### config.mk
export PLATFORM = sky130hd
export DESIGN_NAME = acr_config_bank
export DESIGN_NICKNAME = d
export VERILOG_FILES = /design/src/include/acr_pkg.sv /design/src/rtl/acr_config_bank.sv /design/src/rtl/acr_sync3.sv /design/src/rtl/acr_wave_chan.sv
export SDC_FILE = /design/constraint.sdc
export NUM_CORES = 1
export LEC_CHECK = 0
export ABC_AREA = 1
export BUFFER_PORTS_ARGS = -buffer_cell sky130_fd_sc_hd__buf_4
export CORE_MARGIN = 3
export CORE_UTILIZATION = 47
export CTS_CLUSTER_SIZE = 14
export DETAILED_ROUTE_END_ITERATION = 16
export PLACE_DENSITY = 0.67
export SLEW_MARGIN = 30
export SYNTH_ARGS = -nofsm -noshare
export SYNTH_HDL_FRONTEND = slang
export SYNTH_SLANG_ARGS = --single-unit
### constraint.sdc
create_clock -name clock -period 5.09 [get_ports clock]
set_input_delay 0.2545 -clock clock [delete_from_list [all_inputs] [get_ports clock]]
set_output_delay 0.2545 -clock clock [all_outputs]
set_load 0.03 [all_outputs]
### src/include/acr_pkg.sv
// package: register map, field layout and mode codes of the adc config bank
`default_nettype none
package acr_pkg;
  // ==========================================================================
  // register bus
  localparam int unsigned ADDR_W = 8;
  localparam int unsigned DATA_W = 8;
  localparam int unsigned WAV_W  = 24;
  localparam int unsigned NCH    = 3;

  localparam logic [ADDR_W-1:0] ADDR_SOFT_RESET  = 8'h01;
  localparam logic [ADDR_W-1:0] ADDR_GEN_CONFIG  = 8'h02;
  localparam logic [ADDR_W-1:0] ADDR_FILT_CONFIG = 8'h03;
  // waveform registers: channel c byte b (hi, md, lo) at base + 3*c + b
  localparam logic [ADDR_W-1:0] ADDR_WAV_BASE    = 8'h26;
  localparam logic [ADDR_W-1:0] ADDR_WAV_LAST    = 8'h2e;
  localparam logic [ADDR_W-1:0] BYTES_PER_CH     = 8'h03;

  localparam logic [DATA_W-1:0] SOFT_RESET_KEY   = 8'hd6;

  // ==========================================================================
  // general config fields
  localparam int unsigned GC_DBG_LSB   = 2;
  localparam int unsigned GC_CRC_BIT   = 1;
  localparam int unsigned GC_CLKO_BIT  = 0;
  localparam logic [DATA_W-1:0] GC_RESET    = 8'h02;
  localparam logic [DATA_W-1:0] GC_WR_MASK  = 8'h0f;

  // filter config fields
  localparam int unsigned FC_V2_INV_BIT = 6;
  localparam int unsigned FC_V1_INV_BIT = 5;
  localparam int unsigned FC_I_INV_BIT  = 4;
  localparam int unsigned FC_LPF_BIT    = 3;
  localparam int unsigned FC_CHAIN_LSB  = 0;
  localparam logic [DATA_W-1:0] FC_RESET    = 8'h00;
  localparam logic [DATA_W-1:0] FC_WR_MASK  = 8'h7f;

  localparam logic [WAV_W-1:0] WAV_RESET = 24'h000000;
  localparam logic [WAV_W-1:0] WAV_STEP  = 24'h000001;

  typedef enum logic [1:0] {
    ACR_DBG_NORMAL = 2'b00,
    ACR_DBG_STATIC = 2'b01,
    ACR_DBG_COUNT  = 2'b10,
    ACR_DBG_RSVD   = 2'b11
  } acr_dbg_t;

  // low-pass bandwidth select codes
  localparam logic LOWPASS_WIDTH_SELECT_3K3 = 1'b0;
  localparam logic LOWPASS_WIDTH_SELECT_2K7 = 1'b1;
endpackage : acr_pkg
`default_nettype wire

### src/rtl/acr_config_bank.sv
// adc configuration register bank with waveform debug registers
// ============================================================================
// Functional notes
// - writing d6 to soft reset restores defaults
// - normal mode loads adc results into waveforms
// - static mode freezes waveforms except host writes
// - count mode allows writes, increments per sample
// - reserved mode code behaves as normal
// - crc check enable bit resets to one
// - bit0 picks clock out versus sample ready
// - filter bits 6,5,4 invert v2,v1,current
// - filter bit3 picks 2.7 or 3.3 kHz
// - filter bits 2:0 pick sinc3 chain, rate
`default_nettype none
module acr_config_bank (
  // clock and reset
  input  wire logic                        clock,
  input  wire logic                        rst,
  // register port from the serial interface
  input  wire logic                        reg_wr,
  input  wire logic                        reg_rd,
  input  wire logic [acr_pkg::ADDR_W-1:0]  reg_addr,
  input  wire logic [acr_pkg::DATA_W-1:0]  reg_wdata,
  output logic [acr_pkg::DATA_W-1:0]       reg_rdata,
  // adc datapath
  input  wire logic                        sample_ready_strobe,
  input  wire logic [acr_pkg::WAV_W-1:0]   adc_result_i,
  input  wire logic [acr_pkg::WAV_W-1:0]   adc_result_v1,
  input  wire logic [acr_pkg::WAV_W-1:0]   adc_result_v2,
  // shared clock / ready pin
  input  wire logic                        clock_source_in,
  output logic                             clock_out_pin,
  // configuration outputs
  output logic                             crc_write_check_en,
  output logic                             clock_output_enable,
  output logic                             current_polarity_flip,
  output logic                             first_voltage_polarity_flip,
  output logic                             second_voltage_polarity_flip,
  output logic                             lowpass_width_select,
  output logic [2:0]                       filter_chain_select,
  output logic [1:0]                       waveform_debug_select
);
  import acr_pkg::*;

  // ==========================================================================
  // registers
  logic [DATA_W-1:0] gen_cfg_r;
  logic [DATA_W-1:0] filt_cfg_r;
  logic              soft_rst_r;
  logic              sample_pulse;
  logic              wav_hit;
  logic [ADDR_W-1:0] wav_off;
  logic [WAV_W-1:0]  wave_q [NCH];
  logic [WAV_W-1:0]  adc_in [NCH];
  acr_dbg_t          dbg_mode;

  assign adc_in[0] = adc_result_i;
  assign adc_in[1] = adc_result_v1;
  assign adc_in[2] = adc_result_v2;

  // one-cycle soft reset on key write; other values ignored
  always_ff @(posedge clock) begin
    if (rst) begin
      soft_rst_r <= 1'b0;
    end else begin
      soft_rst_r <= reg_wr && reg_addr == ADDR_SOFT_RESET
                    && reg_wdata == SOFT_RESET_KEY;
    end
  end

  always_ff @(posedge clock) begin
    if (rst || soft_rst_r) begin
      gen_cfg_r <= GC_RESET;
    end else if (reg_wr && reg_addr == ADDR_GEN_CONFIG) begin
      gen_cfg_r <= reg_wdata & GC_WR_MASK;
    end
  end

  always_ff @(posedge clock) begin
    if (rst || soft_rst_r) begin
      filt_cfg_r <= FC_RESET;
    end else if (reg_wr && reg_addr == ADDR_FILT_CONFIG) begin
      filt_cfg_r <= reg_wdata & FC_WR_MASK;
    end
  end

  // ==========================================================================
  // field decode
  assign dbg_mode                     = acr_dbg_t'(gen_cfg_r[GC_DBG_LSB +: 2]);
  assign waveform_debug_select        = gen_cfg_r[GC_DBG_LSB +: 2];
  assign crc_write_check_en           = gen_cfg_r[GC_CRC_BIT];
  assign clock_output_enable          = gen_cfg_r[GC_CLKO_BIT];
  assign second_voltage_polarity_flip = filt_cfg_r[FC_V2_INV_BIT];
  assign first_voltage_polarity_flip  = filt_cfg_r[FC_V1_INV_BIT];
  assign current_polarity_flip        = filt_cfg_r[FC_I_INV_BIT];
  assign lowpass_width_select         = filt_cfg_r[FC_LPF_BIT];
  assign filter_chain_select          = filt_cfg_r[FC_CHAIN_LSB +: 3];

  // ==========================================================================
  // shared pin: clock source when enabled, sample ready otherwise
  logic clk_src_sync;

  acr_sync3 u_clk_sync (
    .clock     (clock),
    .rst       (rst),
    .pin_in    (clock_source_in),
    .level_out (clk_src_sync)
  );

  always_ff @(posedge clock) begin
    if (rst) begin
      clock_out_pin <= 1'b0;
    end else if (clock_output_enable) begin
      clock_out_pin <= clk_src_sync;
    end else begin
      clock_out_pin <= sample_ready_strobe;
    end
  end

  // ==========================================================================
  // waveform registers
  assign sample_pulse = sample_ready_strobe;
  assign wav_hit      = reg_addr >= ADDR_WAV_BASE && reg_addr <= ADDR_WAV_LAST;
  assign wav_off      = reg_addr - ADDR_WAV_BASE;

  genvar g;
  generate
    for (g = 0; g < NCH; g++) begin : g_ch
      localparam logic [ADDR_W-1:0] CH_BASE = ADDR_W'(g * BYTES_PER_CH);
      logic            hit;
      logic [ADDR_W-1:0] sub;
      assign hit = reg_wr && wav_hit && wav_off >= CH_BASE
                   && wav_off < CH_BASE + BYTES_PER_CH;
      assign sub = wav_off - CH_BASE;
      acr_wave_chan u_chan (
        .clock        (clock),
        .rst          (rst),
        .soft_rst     (soft_rst_r),
        .dbg_mode     (dbg_mode),
        .sample_pulse (sample_pulse),
        .adc_result   (adc_in[g]),
        .wr_en        (hit),
        .wr_byte      (sub[1:0]),
        .wr_data      (reg_wdata),
        .wave_r       (wave_q[g])
      );
    end
  endgenerate

  // ==========================================================================
  // read data
  logic [DATA_W-1:0] rd_nxt;
  logic [ADDR_W-1:0] rd_ch;
  logic [ADDR_W-1:0] rd_sub;

  always_comb begin
    rd_nxt = '0;
    rd_ch  = '0;
    rd_sub = '0;
    if (reg_addr == ADDR_GEN_CONFIG) begin
      rd_nxt = gen_cfg_r;
    end else if (reg_addr == ADDR_FILT_CONFIG) begin
      rd_nxt = filt_cfg_r;
    end else if (wav_hit) begin
      rd_ch  = wav_off / BYTES_PER_CH;
      rd_sub = wav_off - rd_ch * BYTES_PER_CH;
      unique case (rd_sub[1:0])
        2'd0:    rd_nxt = wave_q[rd_ch[1:0]][2*DATA_W +: DATA_W];
        2'd1:    rd_nxt = wave_q[rd_ch[1:0]][DATA_W +: DATA_W];
        default: rd_nxt = wave_q[rd_ch[1:0]][0 +: DATA_W];
      endcase
    end
  end

  always_ff @(posedge clock) begin
    if (rst) begin
      reg_rdata <= '0;
    end else if (reg_rd) begin
      reg_rdata <= rd_nxt;
    end
  end

  // ==========================================================================
  // checks
  property p_soft_reset;
    @(posedge clock) disable iff (rst)
      (reg_wr && reg_addr == ADDR_SOFT_RESET && reg_wdata == SOFT_RESET_KEY)
      |-> ##2 (gen_cfg_r == GC_RESET && filt_cfg_r == FC_RESET);
  endproperty
  a_soft_reset: assert property (p_soft_reset) else $error("soft reset missed");

  property p_soft_wave_clear;
    @(posedge clock) disable iff (rst)
      soft_rst_r
      |=> wave_q[0] == WAV_RESET && wave_q[1] == WAV_RESET && wave_q[2] == WAV_RESET;
  endproperty
  a_soft_wave_clear: assert property (p_soft_wave_clear) else $error("wave not cleared");

  property p_bad_key;
    @(posedge clock) disable iff (rst)
      (reg_wr && reg_addr == ADDR_SOFT_RESET && reg_wdata != SOFT_RESET_KEY)
      |=> !soft_rst_r;
  endproperty
  a_bad_key: assert property (p_bad_key) else $error("wrong key reset");

  property p_reset_read;
    @(posedge clock) disable iff (rst)
      (reg_rd && reg_addr == ADDR_SOFT_RESET)
      |=> reg_rdata == '0;
  endproperty
  a_reset_read: assert property (p_reset_read) else $error("reset reg readable");

  property p_normal_refuse;
    @(posedge clock) disable iff (rst)
      (dbg_mode == ACR_DBG_NORMAL && !sample_pulse && !soft_rst_r)
      |=> $stable(wave_q[0]);
  endproperty
  a_normal_refuse: assert property (p_normal_refuse) else $error("normal wave moved");

  property p_count_write;
    @(posedge clock) disable iff (rst)
      (dbg_mode == ACR_DBG_COUNT && reg_wr && reg_addr == ADDR_WAV_BASE && !soft_rst_r)
      |=> wave_q[0][WAV_W-1 -: DATA_W] == $past(reg_wdata);
  endproperty
  a_count_write: assert property (p_count_write) else $error("count write lost");

  property p_crc_write;
    @(posedge clock) disable iff (rst)
      (reg_wr && reg_addr == ADDR_GEN_CONFIG && !soft_rst_r)
      |=> crc_write_check_en == $past(reg_wdata[GC_CRC_BIT]);
  endproperty
  a_crc_write: assert property (p_crc_write) else $error("crc enable wrong");

  property p_pin_clock;
    @(posedge clock) disable iff (rst)
      clock_output_enable |=> clock_out_pin == $past(clk_src_sync);
  endproperty
  a_pin_clock: assert property (p_pin_clock) else $error("pin clock wrong");

  property p_polarity;
    @(posedge clock) disable iff (rst)
      (reg_wr && reg_addr == ADDR_FILT_CONFIG && !soft_rst_r)
      |=> second_voltage_polarity_flip == $past(reg_wdata[FC_V2_INV_BIT])
          && first_voltage_polarity_flip == $past(reg_wdata[FC_V1_INV_BIT])
          && current_polarity_flip == $past(reg_wdata[FC_I_INV_BIT]);
  endproperty
  a_polarity: assert property (p_polarity) else $error("polarity wrong");

  property p_lpf_write;
    @(posedge clock) disable iff (rst)
      (reg_wr && reg_addr == ADDR_FILT_CONFIG && !soft_rst_r)
      |=> lowpass_width_select == $past(reg_wdata[FC_LPF_BIT]);
  endproperty
  a_lpf_write: assert property (p_lpf_write) else $error("bandwidth wrong");

  property p_chain_write;
    @(posedge clock) disable iff (rst)
      (reg_wr && reg_addr == ADDR_FILT_CONFIG && !soft_rst_r)
      |=> filter_chain_select == $past(reg_wdata[FC_CHAIN_LSB +: 3]);
  endproperty
  a_chain_write: assert property (p_chain_write) else $error("chain wrong");

  property p_normal_load;
    @(posedge clock) disable iff (rst)
      (dbg_mode == ACR_DBG_NORMAL && sample_pulse && !soft_rst_r)
      |=> wave_q[0] == $past(adc_result_i);
  endproperty
  a_normal_load: assert property (p_normal_load) else $error("normal load wrong");

  property p_static_hold;
    @(posedge clock) disable iff (rst)
      (dbg_mode == ACR_DBG_STATIC && !reg_wr && !soft_rst_r) |=> $stable(wave_q[1]);
  endproperty
  a_static_hold: assert property (p_static_hold) else $error("static changed");

  property p_count_inc;
    @(posedge clock) disable iff (rst)
      (dbg_mode == ACR_DBG_COUNT && sample_pulse && !reg_wr && !soft_rst_r)
      |=> wave_q[2] == $past(wave_q[2]) + WAV_STEP;
  endproperty
  a_count_inc: assert property (p_count_inc) else $error("count step wrong");

  property p_rsvd_load;
    @(posedge clock) disable iff (rst)
      (dbg_mode == ACR_DBG_RSVD && sample_pulse && !soft_rst_r)
      |=> wave_q[1] == $past(adc_result_v1);
  endproperty
  a_rsvd_load: assert property (p_rsvd_load) else $error("reserved mode wrong");

  property p_crc_reset;
    @(posedge clock) $fell(rst) |-> crc_write_check_en && !clock_output_enable;
  endproperty
  a_crc_reset: assert property (p_crc_reset) else $error("config reset wrong");

  property p_pin_mux;
    @(posedge clock) disable iff (rst)
      !clock_output_enable |=> clock_out_pin == $past(sample_ready_strobe);
  endproperty
  a_pin_mux: assert property (p_pin_mux) else $error("pin mux wrong");

  property p_filt_write;
    @(posedge clock) disable iff (rst)
      (reg_wr && reg_addr == ADDR_FILT_CONFIG && !soft_rst_r)
      |=> filt_cfg_r == ($past(reg_wdata) & FC_WR_MASK) && !filt_cfg_r[7];
  endproperty
  a_filt_write: assert property (p_filt_write) else $error("filter write wrong");

  property p_gen_rsvd;
    @(posedge clock) disable iff (rst) gen_cfg_r[7:4] == 4'h0;
  endproperty
  a_gen_rsvd: assert property (p_gen_rsvd) else $error("reserved bits set");
endmodule : acr_config_bank
`default_nettype wire

### src/rtl/acr_sync3.sv
// three-stage synchroniser with agreement filter for a pin input
`default_nettype none
module acr_sync3 (
  // clock and reset
  input  wire logic clock,
  input  wire logic rst,
  // pin and filtered level
  input  wire logic pin_in,
  output logic      level_out
);
  logic s1_r;
  logic s2_r;
  logic s3_r;

  always_ff @(posedge clock) begin
    if (rst) begin
      s1_r <= 1'b0;
      s2_r <= 1'b0;
      s3_r <= 1'b0;
    end else begin
      s1_r <= pin_in;
      s2_r <= s1_r;
      s3_r <= s2_r;
    end
  end

  // change accepted once stages two and three agree
  always_ff @(posedge clock) begin
    if (rst) begin
      level_out <= 1'b0;
    end else if (s2_r == s3_r) begin
      level_out <= s3_r;
    end
  end
endmodule : acr_sync3
`default_nettype wire

### src/rtl/acr_wave_chan.sv
// one channel waveform register with normal, static and count behaviour
`default_nettype none
module acr_wave_chan (
  // clock and reset
  input  wire logic                          clock,
  input  wire logic                          rst,
  input  wire logic                          soft_rst,
  // mode and events
  input  wire acr_pkg::acr_dbg_t             dbg_mode,
  input  wire logic                          sample_pulse,
  input  wire logic [acr_pkg::WAV_W-1:0]     adc_result,
  // host byte write
  input  wire logic                          wr_en,
  input  wire logic [1:0]                    wr_byte,
  input  wire logic [acr_pkg::DATA_W-1:0]    wr_data,
  // register contents
  output logic [acr_pkg::WAV_W-1:0]          wave_r
);
  import acr_pkg::*;

  logic [WAV_W-1:0] wave_nxt;
  logic             host_wr_ok;

  // host may write only in count or static mode
  assign host_wr_ok = wr_en && (dbg_mode == ACR_DBG_COUNT || dbg_mode == ACR_DBG_STATIC);

  always_comb begin
    wave_nxt = wave_r;
    unique case (dbg_mode)
      ACR_DBG_NORMAL, ACR_DBG_RSVD: begin
        if (sample_pulse) begin
          wave_nxt = adc_result;
        end
      end
      ACR_DBG_STATIC: begin
        wave_nxt = wave_r;
      end
      ACR_DBG_COUNT: begin
        if (sample_pulse) begin
          wave_nxt = wave_r + WAV_STEP;
        end
      end
    endcase
    if (host_wr_ok) begin
      unique case (wr_byte)
        2'd0:    wave_nxt[2*DATA_W +: DATA_W] = wr_data;
        2'd1:    wave_nxt[DATA_W +: DATA_W]   = wr_data;
        default: wave_nxt[0 +: DATA_W]        = wr_data;
      endcase
    end
  end

  always_ff @(posedge clock) begin
    if (rst || soft_rst) begin
      wave_r <= WAV_RESET;
    end else begin
      wave_r <= wave_nxt;
    end
  end
endmodule : acr_wave_chan
`default_nettype wire

Word-level counts from Yosys, hierarchy flattened
Cells that the tools add are included.

storage, ports and cells
  register bits = 97
  output and inout bits = 20
  word-level logic and storage cells = 98

cells by class
  add/sub/neg operators = 7
  multiply operators = 1
  divide/modulo/power cells = 1
  $lt $le $gt $ge = 9
  equality and inequality tests = 12
  muxes and demuxes = 29
  bitwise logic cells = 1
  reductions and logical operators = 26

operators with widths
  kind                     count
  $mux W24                 11
  $pmux W24 S3             3
  $mux W8                  12
  $add A24 B1 Y24 const B  3
  $bmux W24 S2             1
  $eq A8 B2 Y1 const B     2
  $pmux W8 S2              1
  $logic_and A1 B1 Y1      15
  $eq A2 B1 Y1 const B     5
  $logic_not A2 Y1         5
  $div A8 B2 Y8 const B    1
  $eq A8 B1 Y1 const B     1
  $eq A8 B8 Y1 const B     1
  $ge A8 B1 Y1 const B     1
  $ge A8 B2 Y1 const B     1
  $ge A8 B3 Y1 const B     1
  $ge A8 B6 Y1 const B     1
  $le A8 B6 Y1 const B     1
  $lt A8 B2 Y1 const B     1
  $lt A8 B3 Y1 const B     1
  $lt A8 B4 Y1 const B     1
  $mul A8 B2 Y2 const B    1
  $reduce_or A2 Y1         4
  $sub A8 B6 Y8 const B    1
  8 further kinds          11

Logic depth before layout (Yosys ltp)
Gate-level depths: netlist (run 1).

  depth in word-level cells = 10
  gate-level depth with buffers = 41
  gate-level depth less buffers = 40

Hierarchy
Synthesis (run 1) repeated with hierarchy kept, for this count alone.

unflattened totals
  cells, all modules = 1,604
  area, all modules = 9,290.2 um^2

modules (own cells, without submodules)
  module                              instances  cells an instance  area each (um^2)
  acr_wave_chan (g_ch[0].u_chan ...)  2          391                2,223.4
  acr_config_bank                     1          436                2,547.4
  acr_wave_chan (g_ch[1].u_chan)      1          373                2,174.6
  acr_sync3                           1          13                 121.4

Worst setup path before layout (run 1)
No wires, ideal clock.

  kind = input -> register
  start point = in reg_addr[1] (netlist bit)
  end point = reg reg_rdata[2] (netlist bit)
  setup time = 0.138 ns
  arrival = 3.975 ns
  setup slack = 0.978 ns
  cell stages on the path = 35
  cells stage by stage = ha_1 -> inv_1 -> nand2_2 -> nand2_2 -> nand2_2 -> nand2_1 -> nand2_2 -> nand3_1 -> nand2_1 -> nand2_2 -> nand2_1 -> inv_1 -> nand3_1 -> nand2_2 -> inv_2 -> a21oi_1 -> nor2_2 -> ha_1 -> o21bai_1 -> a21oi_1 -> nand2_1 -> nand2_4 -> nand2_4 -> buf_6 -> ha_1 -> inv_1 -> ha_1 -> xor2_1 -> inv_1 -> nor2_4 -> nand2_1 -> nand3_1 -> nand2_1 -> nand2_1 -> a21oi_2

between the ends
  longest elaborated chain between the ends = 10

ends and longest elaborated chain
  item                                                   RTL line                source
  start, declared                                        acr_config_bank.sv:22   input wire logic [acr_pkg::ADDR_W-1:0] reg_addr,
  branches (longest 9 deep; another with $sub A8 B6 Y8)  -
  $mux W8 (*)                                            acr_config_bank.sv:160  if (reg_addr == ADDR_GEN_CONFIG) begin
  end signal, assigned                                   acr_config_bank.sv:179  reg_rdata <= rd_nxt;
  end, declared                                          acr_config_bank.sv:24   output logic [acr_pkg::DATA_W-1:0] reg_rdata,

Every way passes the cells marked *. The select of a mux whose other input is x is not followed.
A chain may end at the register's enable or synchronous reset.

Final worst setup path (run 1)
  start point = in reg_addr[1] (netlist bit)
  end point = reg reg_rdata[4] (netlist bit)

The elaborated chain is that of the path after synthesis.

==> results.cfg, run 1 <==
[synth]
synth_top_area_share = 0.236
syn_area_um2 = 8220
synth_async_sr_flop_share = 0
yosysMostFrequentCell = sky130_fd_sc_hd__nand2_1
synth_area_per_cell_um2 = 6.02
synthCells = 1366
synthDistinctLibCells = 44
top_cells_by_area_synth = sky130_fd_sc_hd__dfxtp_1 (24%), sky130_fd_sc_hd__o21ai_0 (13%), sky130_fd_sc_hd__nand2_1 (11%)
synth-main-ff-cell = sky130_fd_sc_hd__dfxtp_1
synth_top_area_cell = sky130_fd_sc_hd__dfxtp_1
post_synth_most_frequent_cells = sky130_fd_sc_hd__nand2_1 (231), sky130_fd_sc_hd__o21ai_0 (221), sky130_fd_sc_hd__a21oi_1 (157)
yosysWarnings = 0
synth_fp_nets = 1478
yosysSeqAreaShare = 0.236
synth_edf_count = 0
postSynthRegisterBits = 97

[pwr]
power.leakage_nw = 3.62
power_mw = 2.38
irDropWorstVdd_mv = 0.169
powerDensity_nw_per_um2 = 252

[critical_path]
startpoint_type = primary input
r2r_slack_ps = 2110
required_worst_endpoint_ps = 5340
data_arrival_at_the_endpoint_of_the_critical_path_ps = 4450
crit_start = reg_addr[1]
end_kind = flip-flop
reg2reg_from = gen_cfg_r[2]
timing.critical_path.fanout_max = 10
timing.critical_path.slowest_stage_cell = sky130_fd_sc_hd__xor2_1
timing.critical_path.slowest_cell_delay_ps = 320
timing_worst_setup_path_type = in2reg
most_frequent_cell_on_the_critical_path = sky130_fd_sc_hd__nand2_1
reg2reg_depth = 10
reg2reg_to = g_ch[2].u_chan.wave_r[1]

[job]
cap_viol_max_count = 0

[cells_and_area]
syn_to_final_growth_pct = 14.6
layout-drive-gt1-share = 0.132
nFillCells = 1769
nNetsFinal = 1534

[sta]
fin_crit_ps = 4200
ratio_of_final_minimum_period_to_clock_period = 0.825
maxClockFrequency_mhz = 238
timing.final.setup_violations = 0
max_slew.worst_pin.slew_ps = 942
grt_setup_unrepaired = no
final-hold-violation-count = 0
worst_clock_skew_ps = 9.20
max_slew_margin = 0.368
maxSlewViolCount = 0
finalSetupTns_ps = 0

[floorplanning]
io_pins = 114
die_h_um = 138
placeableCoreArea_um2 = 16800
start_util = 0.489
fp.dieW_um = 138
floorplan.die_area_um2 = 19100
std_cell_rows = 47

[status]
run_status = complete, no violations

[clocking]
insertion_delay_ps = 370
postCtsHoldBufs = 0
clk_path_buf_depth = 2
tritoncts_clock_tree = built
tritoncts_num_sinks = 97
cts_buffers = 9
cts_root_buffer = sky130_fd_sc_hd__clkbuf_16
cts.repair.resized = 0
post-cts-setup-buffer-count = 0
htree_num_levels = 3
clk_transition_reported_paths_ps = 80

[routing]
drt_drc_violations_left = 0
drt-initial-drc-count = 966
drt-vias-per-instance = 6.08
num_vias = 10000
total_iterations_of_the_first_detailed_routing_run = 5
wl_per_cell_um = 19.7
routed_wire_length_um = 32400
number_of_nets_with_antenna_violations_after_detailed_routing = 0

[grt]
number_of_global_route_vias_before_repair = 8803
grt_max_degree = 74
grt_pass1_wl_um = 50100
grt-ovfl-total = 0
gr-usage-all-layers = 0.325
antenna_violations_before_repair = 1

[worst_hold_path]
timing.hold.worst_endpoint = u_clk_sync.s1_r
hold_path_class = in2reg
timing.hold.worst_path_depth = 3
worstHoldStart = clock_source_in

[placed_design]
hpwlAfterDp_um = 22800
finalWeightedCongestion = 0.980
numPortBuffers = 113
power by group:
| part | switching [mW] | leakage [nW] | internal (mW) |
|---|---|---|---|
| Clock | 0.354 | 0.133 | 0.341 |
| Sequential | 0.0520 | 0.799 | 0.799 |
| Combinational | 0.553 | 2.69 | 0.277 |
| Total | 0.960 | 3.62 | 1.42 |
how the worst max path moves through the flow:
| stage | depth (start not counted) | end |
|---|---|---|
| 6_report | 35 | reg_rdata[4] |
| 5_1_grt | 35 | reg_rdata[4] |
| 4_1_cts | 35 | reg_rdata[4] |
| 3_5_place_dp | 38 | reg_rdata[1] |
| 3_3_place_gp | 35 | reg_rdata[2] |
| 2_1_floorplan | 35 | reg_rdata[2] |
layer usage:
layer | vias to the layer above | global-route usage | wire, um
met5 | - | 0 | 0
met4 | 0 | 0.128 | 1220
met3 | 74 | 0.0477 | 2820
met2 | 489 | 0.497 | 14200
met1 | 4613 | 0.462 | 14100
li1 | 4843 | - | -
layout by cell type, fill, tap and decap left out, drive strengths merged, types with 2 or more instances in the layout:
cell type,instances
a221oi,6
o21bai,5
nand3,71
clkinv,12
o21ai,227
nand4,15
a211oi,15
nand2,250
nor4,5
a221o,5
a21oi,164
a22oi,5
nor3,35
dfxtp,97
a31oi,22
inv,160
clkinvlp,2
o22ai,22
o221ai,20
ha,18
buf,126
clkbuf,9
o211ai,24
nor2,103
cell type report:
| cell class | count | area (um2) | area share |
|---|---|---|---|
| tap | 220 | 275 | 0.0292 |
| sequential | 97 | 1940 | 0.206 |
| antenna | 1 | 2.50 | 0.000266 |
| clock inverter | 7 | 58.8 | 0.00625 |
| inverter | 167 | 632 | 0.0671 |
| multi-input combinational | 1021 | 5330 | 0.566 |
| timing repair buffer | 126 | 946 | 0.100 |
| clock buffer | 9 | 225 | 0.0239 |
per-stage QoR:
step                      std cells  area (um2)  setup WS, ps   util  hold WS [ps]
after global routing           1647        9410           427  0.560           136
after floorplan                1366        8220           978      -           317
after global placement         1631        9130           737  0.543           391
after CTS                      1647        9410           923  0.560          90.1
final                          1648        9410           892  0.560          92.0
after detailed placement       1631        9130           547  0.543           397
sequential cells by signal, summed over array words and instances (netlist names), 4 cells and up:
signal / count
gen_cfg_r: 4
g_ch.u_chan.wave_r: 72
reg_rdata: 8
filt_cfg_r: 7
critical path: cells and delay by family:
family,cells,cell delay [ps]
AOI/OAI and AO/OA,4,530
xor gates and xnor gates,1,320
adders and majority gates,4,1070
buffers and inverters,5,510
and+or+nand+nor,21,1750
kinds of logic after synthesis:
logic type	Yosys count	synth area share
AOI/OAI and AO/OA	519	0.358
and+or+nand+nor	481	0.258
buffers and inverters	248	0.117
DFF	97	0.236
adders and majority gates	18	0.0274
xor gates and xnor gates	2	0.00213
muxes	1	0.00122
Power figures use the tool's default switching activity.
==> inputs of run 2 (changes only) <==
--- a/config.mk
+++ b/config.mk
@@ -5,13 +5,13 @@
 export SDC_FILE = /design/constraint.sdc
 export NUM_CORES = 1
 export LEC_CHECK = 0
-export ABC_AREA = 1
+export ABC_AREA = 0
 export BUFFER_PORTS_ARGS = -buffer_cell sky130_fd_sc_hd__buf_4
 export CORE_MARGIN = 3
 export CORE_UTILIZATION = 47
 export CTS_CLUSTER_SIZE = 14
 export DETAILED_ROUTE_END_ITERATION = 16
-export PLACE_DENSITY = 0.67
+export PLACE_DENSITY = 0.7
 export SLEW_MARGIN = 30
 export SYNTH_ARGS = -nofsm -noshare
 export SYNTH_HDL_FRONTEND = slang
==> constraint.sdc (replaced) <==
create_clock -name clock -period 3.6 [get_ports clock]
set_input_delay 0.18 -clock clock [delete_from_list [all_inputs] [get_ports clock]]
set_output_delay 0.18 -clock clock [all_outputs]
set_load 0.03 [all_outputs]
==> results.cfg, run 2 <==
[clocking]
cts_buffers = 9
cts_root_buffer = sky130_fd_sc_hd__clkbuf_16
htree_num_levels = 3
postCtsHoldBufs = 0
clk_transition_reported_paths_ps = 70
insertion_delay_ps = 360
tritoncts_num_sinks = 97
tritoncts_clock_tree = built
clk_path_buf_depth = 2

[cells_and_area]
layout.cells.most_common = sky130_fd_sc_hd__buf_4
antennaDiodeCount = 0
layout.cells.most_common_list = sky130_fd_sc_hd__buf_4 (221), sky130_fd_sc_hd__a21oi_1 (127), sky130_fd_sc_hd__nor2_1 (121), sky130_fd_sc_hd__mux2i_1 (105), sky130_fd_sc_hd__dfxtp_1 (97)
nFillCells = 1624
top_register = g_ch.u_chan.wave_r
utilization_of_the_core_after_routing = 0.616
nNetsFinal = 1381
syn_to_final_growth_pct = 26.1
sequential_cell_area_um2 = 1940
multi_input_comb_area_um2 = 6370
design_area_um2 = 10800
largest_registers = g_ch.u_chan.wave_r x72, reg_rdata x8, filt_cfg_r x7
largest_register_ff_count = 72
layout-drive-gt1-share = 0.246

[synth]
synthDistinctLibCells = 74
combinational_family_with_the_most_area_after_synthesis = compound AO/OA/AOI/OAI gates
synth_area_per_cell_um2 = 7.56
yosys.area_share.xor_xnor = 0.0747
synth_adder_area_share = 0.0262
synth_top_area_cell = sky130_fd_sc_hd__dfxtp_1
yosys.area_share.simple = 0.202
top_cells_by_area_synth = sky130_fd_sc_hd__dfxtp_1 (23%), sky130_fd_sc_hd__mux2i_1 (12%), sky130_fd_sc_hd__a21oi_1 (7.6%)
synth_edf_count = 0
yosysMostFrequentCell = sky130_fd_sc_hd__a21oi_1
postSynthRegisterBits = 97
synth_async_sr_flop_share = 0
synth-compound-area-share = 0.279
synth_fp_nets = 1249
synth_top_area_share = 0.226
synthCells = 1137
yosysWarnings = 0
yosysSeqAreaShare = 0.226
post_synth_most_frequent_cells = sky130_fd_sc_hd__a21oi_1 (131), sky130_fd_sc_hd__nor2_1 (122), sky130_fd_sc_hd__mux2i_1 (106)
synth-main-ff-cell = sky130_fd_sc_hd__dfxtp_1
yosys-mux-area-fraction = 0.129
syn_area_um2 = 8590

[pwr]
power.leakage_nw = 4.62
p_comb_frac = 0.400
power.share.clock = 0.274
total_switching_power_mw = 1.32
sw_frac_of_total = 0.349
cellInternalPower_mw = 2.46
power_mw = 3.78
irDropWorstVdd_mv = 0.294
power_frac_seq = 0.326
powerDensity_nw_per_um2 = 349

[sta]
fin_crit_ps = 4550
timing.final.setup_violations = 8
maxSlewViolCount = 0
worst_clock_skew_ps = 9.79
maxClockFrequency_mhz = 220
postLayoutSetupSlackWorst_ps = -948
max_slew.worst_pin.slew_ps = 922
max_slew_margin = 0.385
final-hold-violation-count = 0
grt_setup_unrepaired = yes
ratio_of_final_minimum_period_to_clock_period = 1.26

[placed_design]
hpwlAfterDp_um = 20900
post-place-ws_ps = -1430
finalWeightedCongestion = 0.910
numPortBuffers = 113
postPlaceCellArea_um2 = 10200

[routing]
drt-vias-per-instance = 6.31
number_of_nets_with_antenna_violations_after_detailed_routing = 0
wl_per_cell_um = 20.1
drt_drc_violations_left = 0
routed_wire_length_um = 30100
total_iterations_of_the_first_detailed_routing_run = 8
drt-initial-drc-count = 1007
num_vias = 9455

[floorplanning]
die_h_um = 141
io_pins = 114
placeableCoreArea_um2 = 17600
start_util = 0.488
std_cell_rows = 48
fp.dieW_um = 141
floorplan.die_area_um2 = 19900

[critical_path]
timing.critical_path.fanout_max = 7
data_arrival_at_the_endpoint_of_the_critical_path_ps = 4780
required_worst_endpoint_ps = 3830
most_frequent_cell_on_the_critical_path = sky130_fd_sc_hd__ha_4
reg2reg_depth = 10
end_kind = flip-flop
timing_worst_setup_path_type = in2reg
timing.critical_path.slowest_cell_delay_ps = 400
timing.critical_path.slowest_stage_cell = sky130_fd_sc_hd__or3_4
startpoint_type = primary input

[grt]
grt_max_degree = 73
grt-ovfl-total = 0
number_of_global_route_vias_before_repair = 8624
antenna_violations_before_repair = 0
grt_pass1_wl_um = 47600
gr-usage-all-layers = 0.295

[worst_hold_path]
timing.hold.worst_path_depth = 2
hold_path_class = in2reg

[status]
run_status = complete, but fails checks
violations_in_the_final_reports = negative setup slack

[job]
cap_viol_max_count = 0
run 2: changes by cell type after synthesis, sizes merged, moves of 20 or more:
cell and change:
nand2 -159, inv -141, nand3 -27, xor2 +22
a21oi -32, o221ai -20, o21ai -200, a211oi +44
a221oi +64, xnor2 +45, clkbuf +20, and3 +20
mux2i +105
run 2: area by class of cell:
cell class	instances	area share
Clock buffer	12	0.0237
Clock inverter	4	0.00450
Inverter	17	0.00670
Multi-Input combinational cell	910	0.588
Sequential cell	97	0.179
Tap cell	225	0.0260
Timing Repair Buffer	234	0.172
run 2: path summary, 6_finish.rpt:
| check | from | to | slack [ps] |
|---|---|---|---|
| worst min-delay path | clock_source_in | u_clk_sync.s1_r | 50 |
| worst min register to register | u_clk_sync.s1_r | u_clk_sync.s2_r | 430 |
| worst max register to register | g_ch[0].u_chan.wave_r[5] | g_ch[0].u_chan.wave_r[23] | 960 |
| worst max-delay path | reg_addr[1] | reg_rdata[5] | -950 |
run 2: worst max-delay path: cells and delay by family:
family          cells  cell delay [ps]
compound gates     12             1900
fa+ha+maj           4              960
simple gates        5              760
buf+inv             3              350
mux                 2              350
xor+xnor            1              260
run 2: logic make-up after synthesis:
family | after synthesis
xor+xnor | 69
mux | 110
compound gates | 349
simple gates | 364
buf+inv | 130
flops | 97
fa+ha+maj | 18
run 2: timing repair:
action | in CTS | in global routing
gates cloned | 1 | 0
pin swaps | 25 | 19
setup buffers | 9 | 5
gates resized for setup | 29 | 6
setup endpoints to repair | 8 | 8
run 2: metrics by stage:
step                      hold slack, ps  setup TNS, ps  cells
after floorplan                      308          -8680   1137
after global placement               394          -9510   1469
after detailed placement             417         -10900   1469
after CTS                           48.5          -6140   1495
after global routing                77.2          -9050   1499
final                               52.6          -7050   1499
run 2: power by group through the flow:
stage,logic (mW),registers [mW],clock network (mW)
floorplan,0.948,1.21,0
global placement,1.34,1.25,0
detailed placement,1.36,1.25,0
CTS,1.49,1.23,1.04
global route,1.63,1.24,1.09
finish,1.51,1.23,1.04
run 2: layer usage:
layer	GRT usage	wire length (um)	vias up	share of wire
met2	0.485	14300	415	0.48
met3	0.0475	2150	81	0.072
met1	0.392	12600	4485	0.42
li1	-	-	4474	-
met5	0	0	-	0
met4	0.106	1110	0	0.037
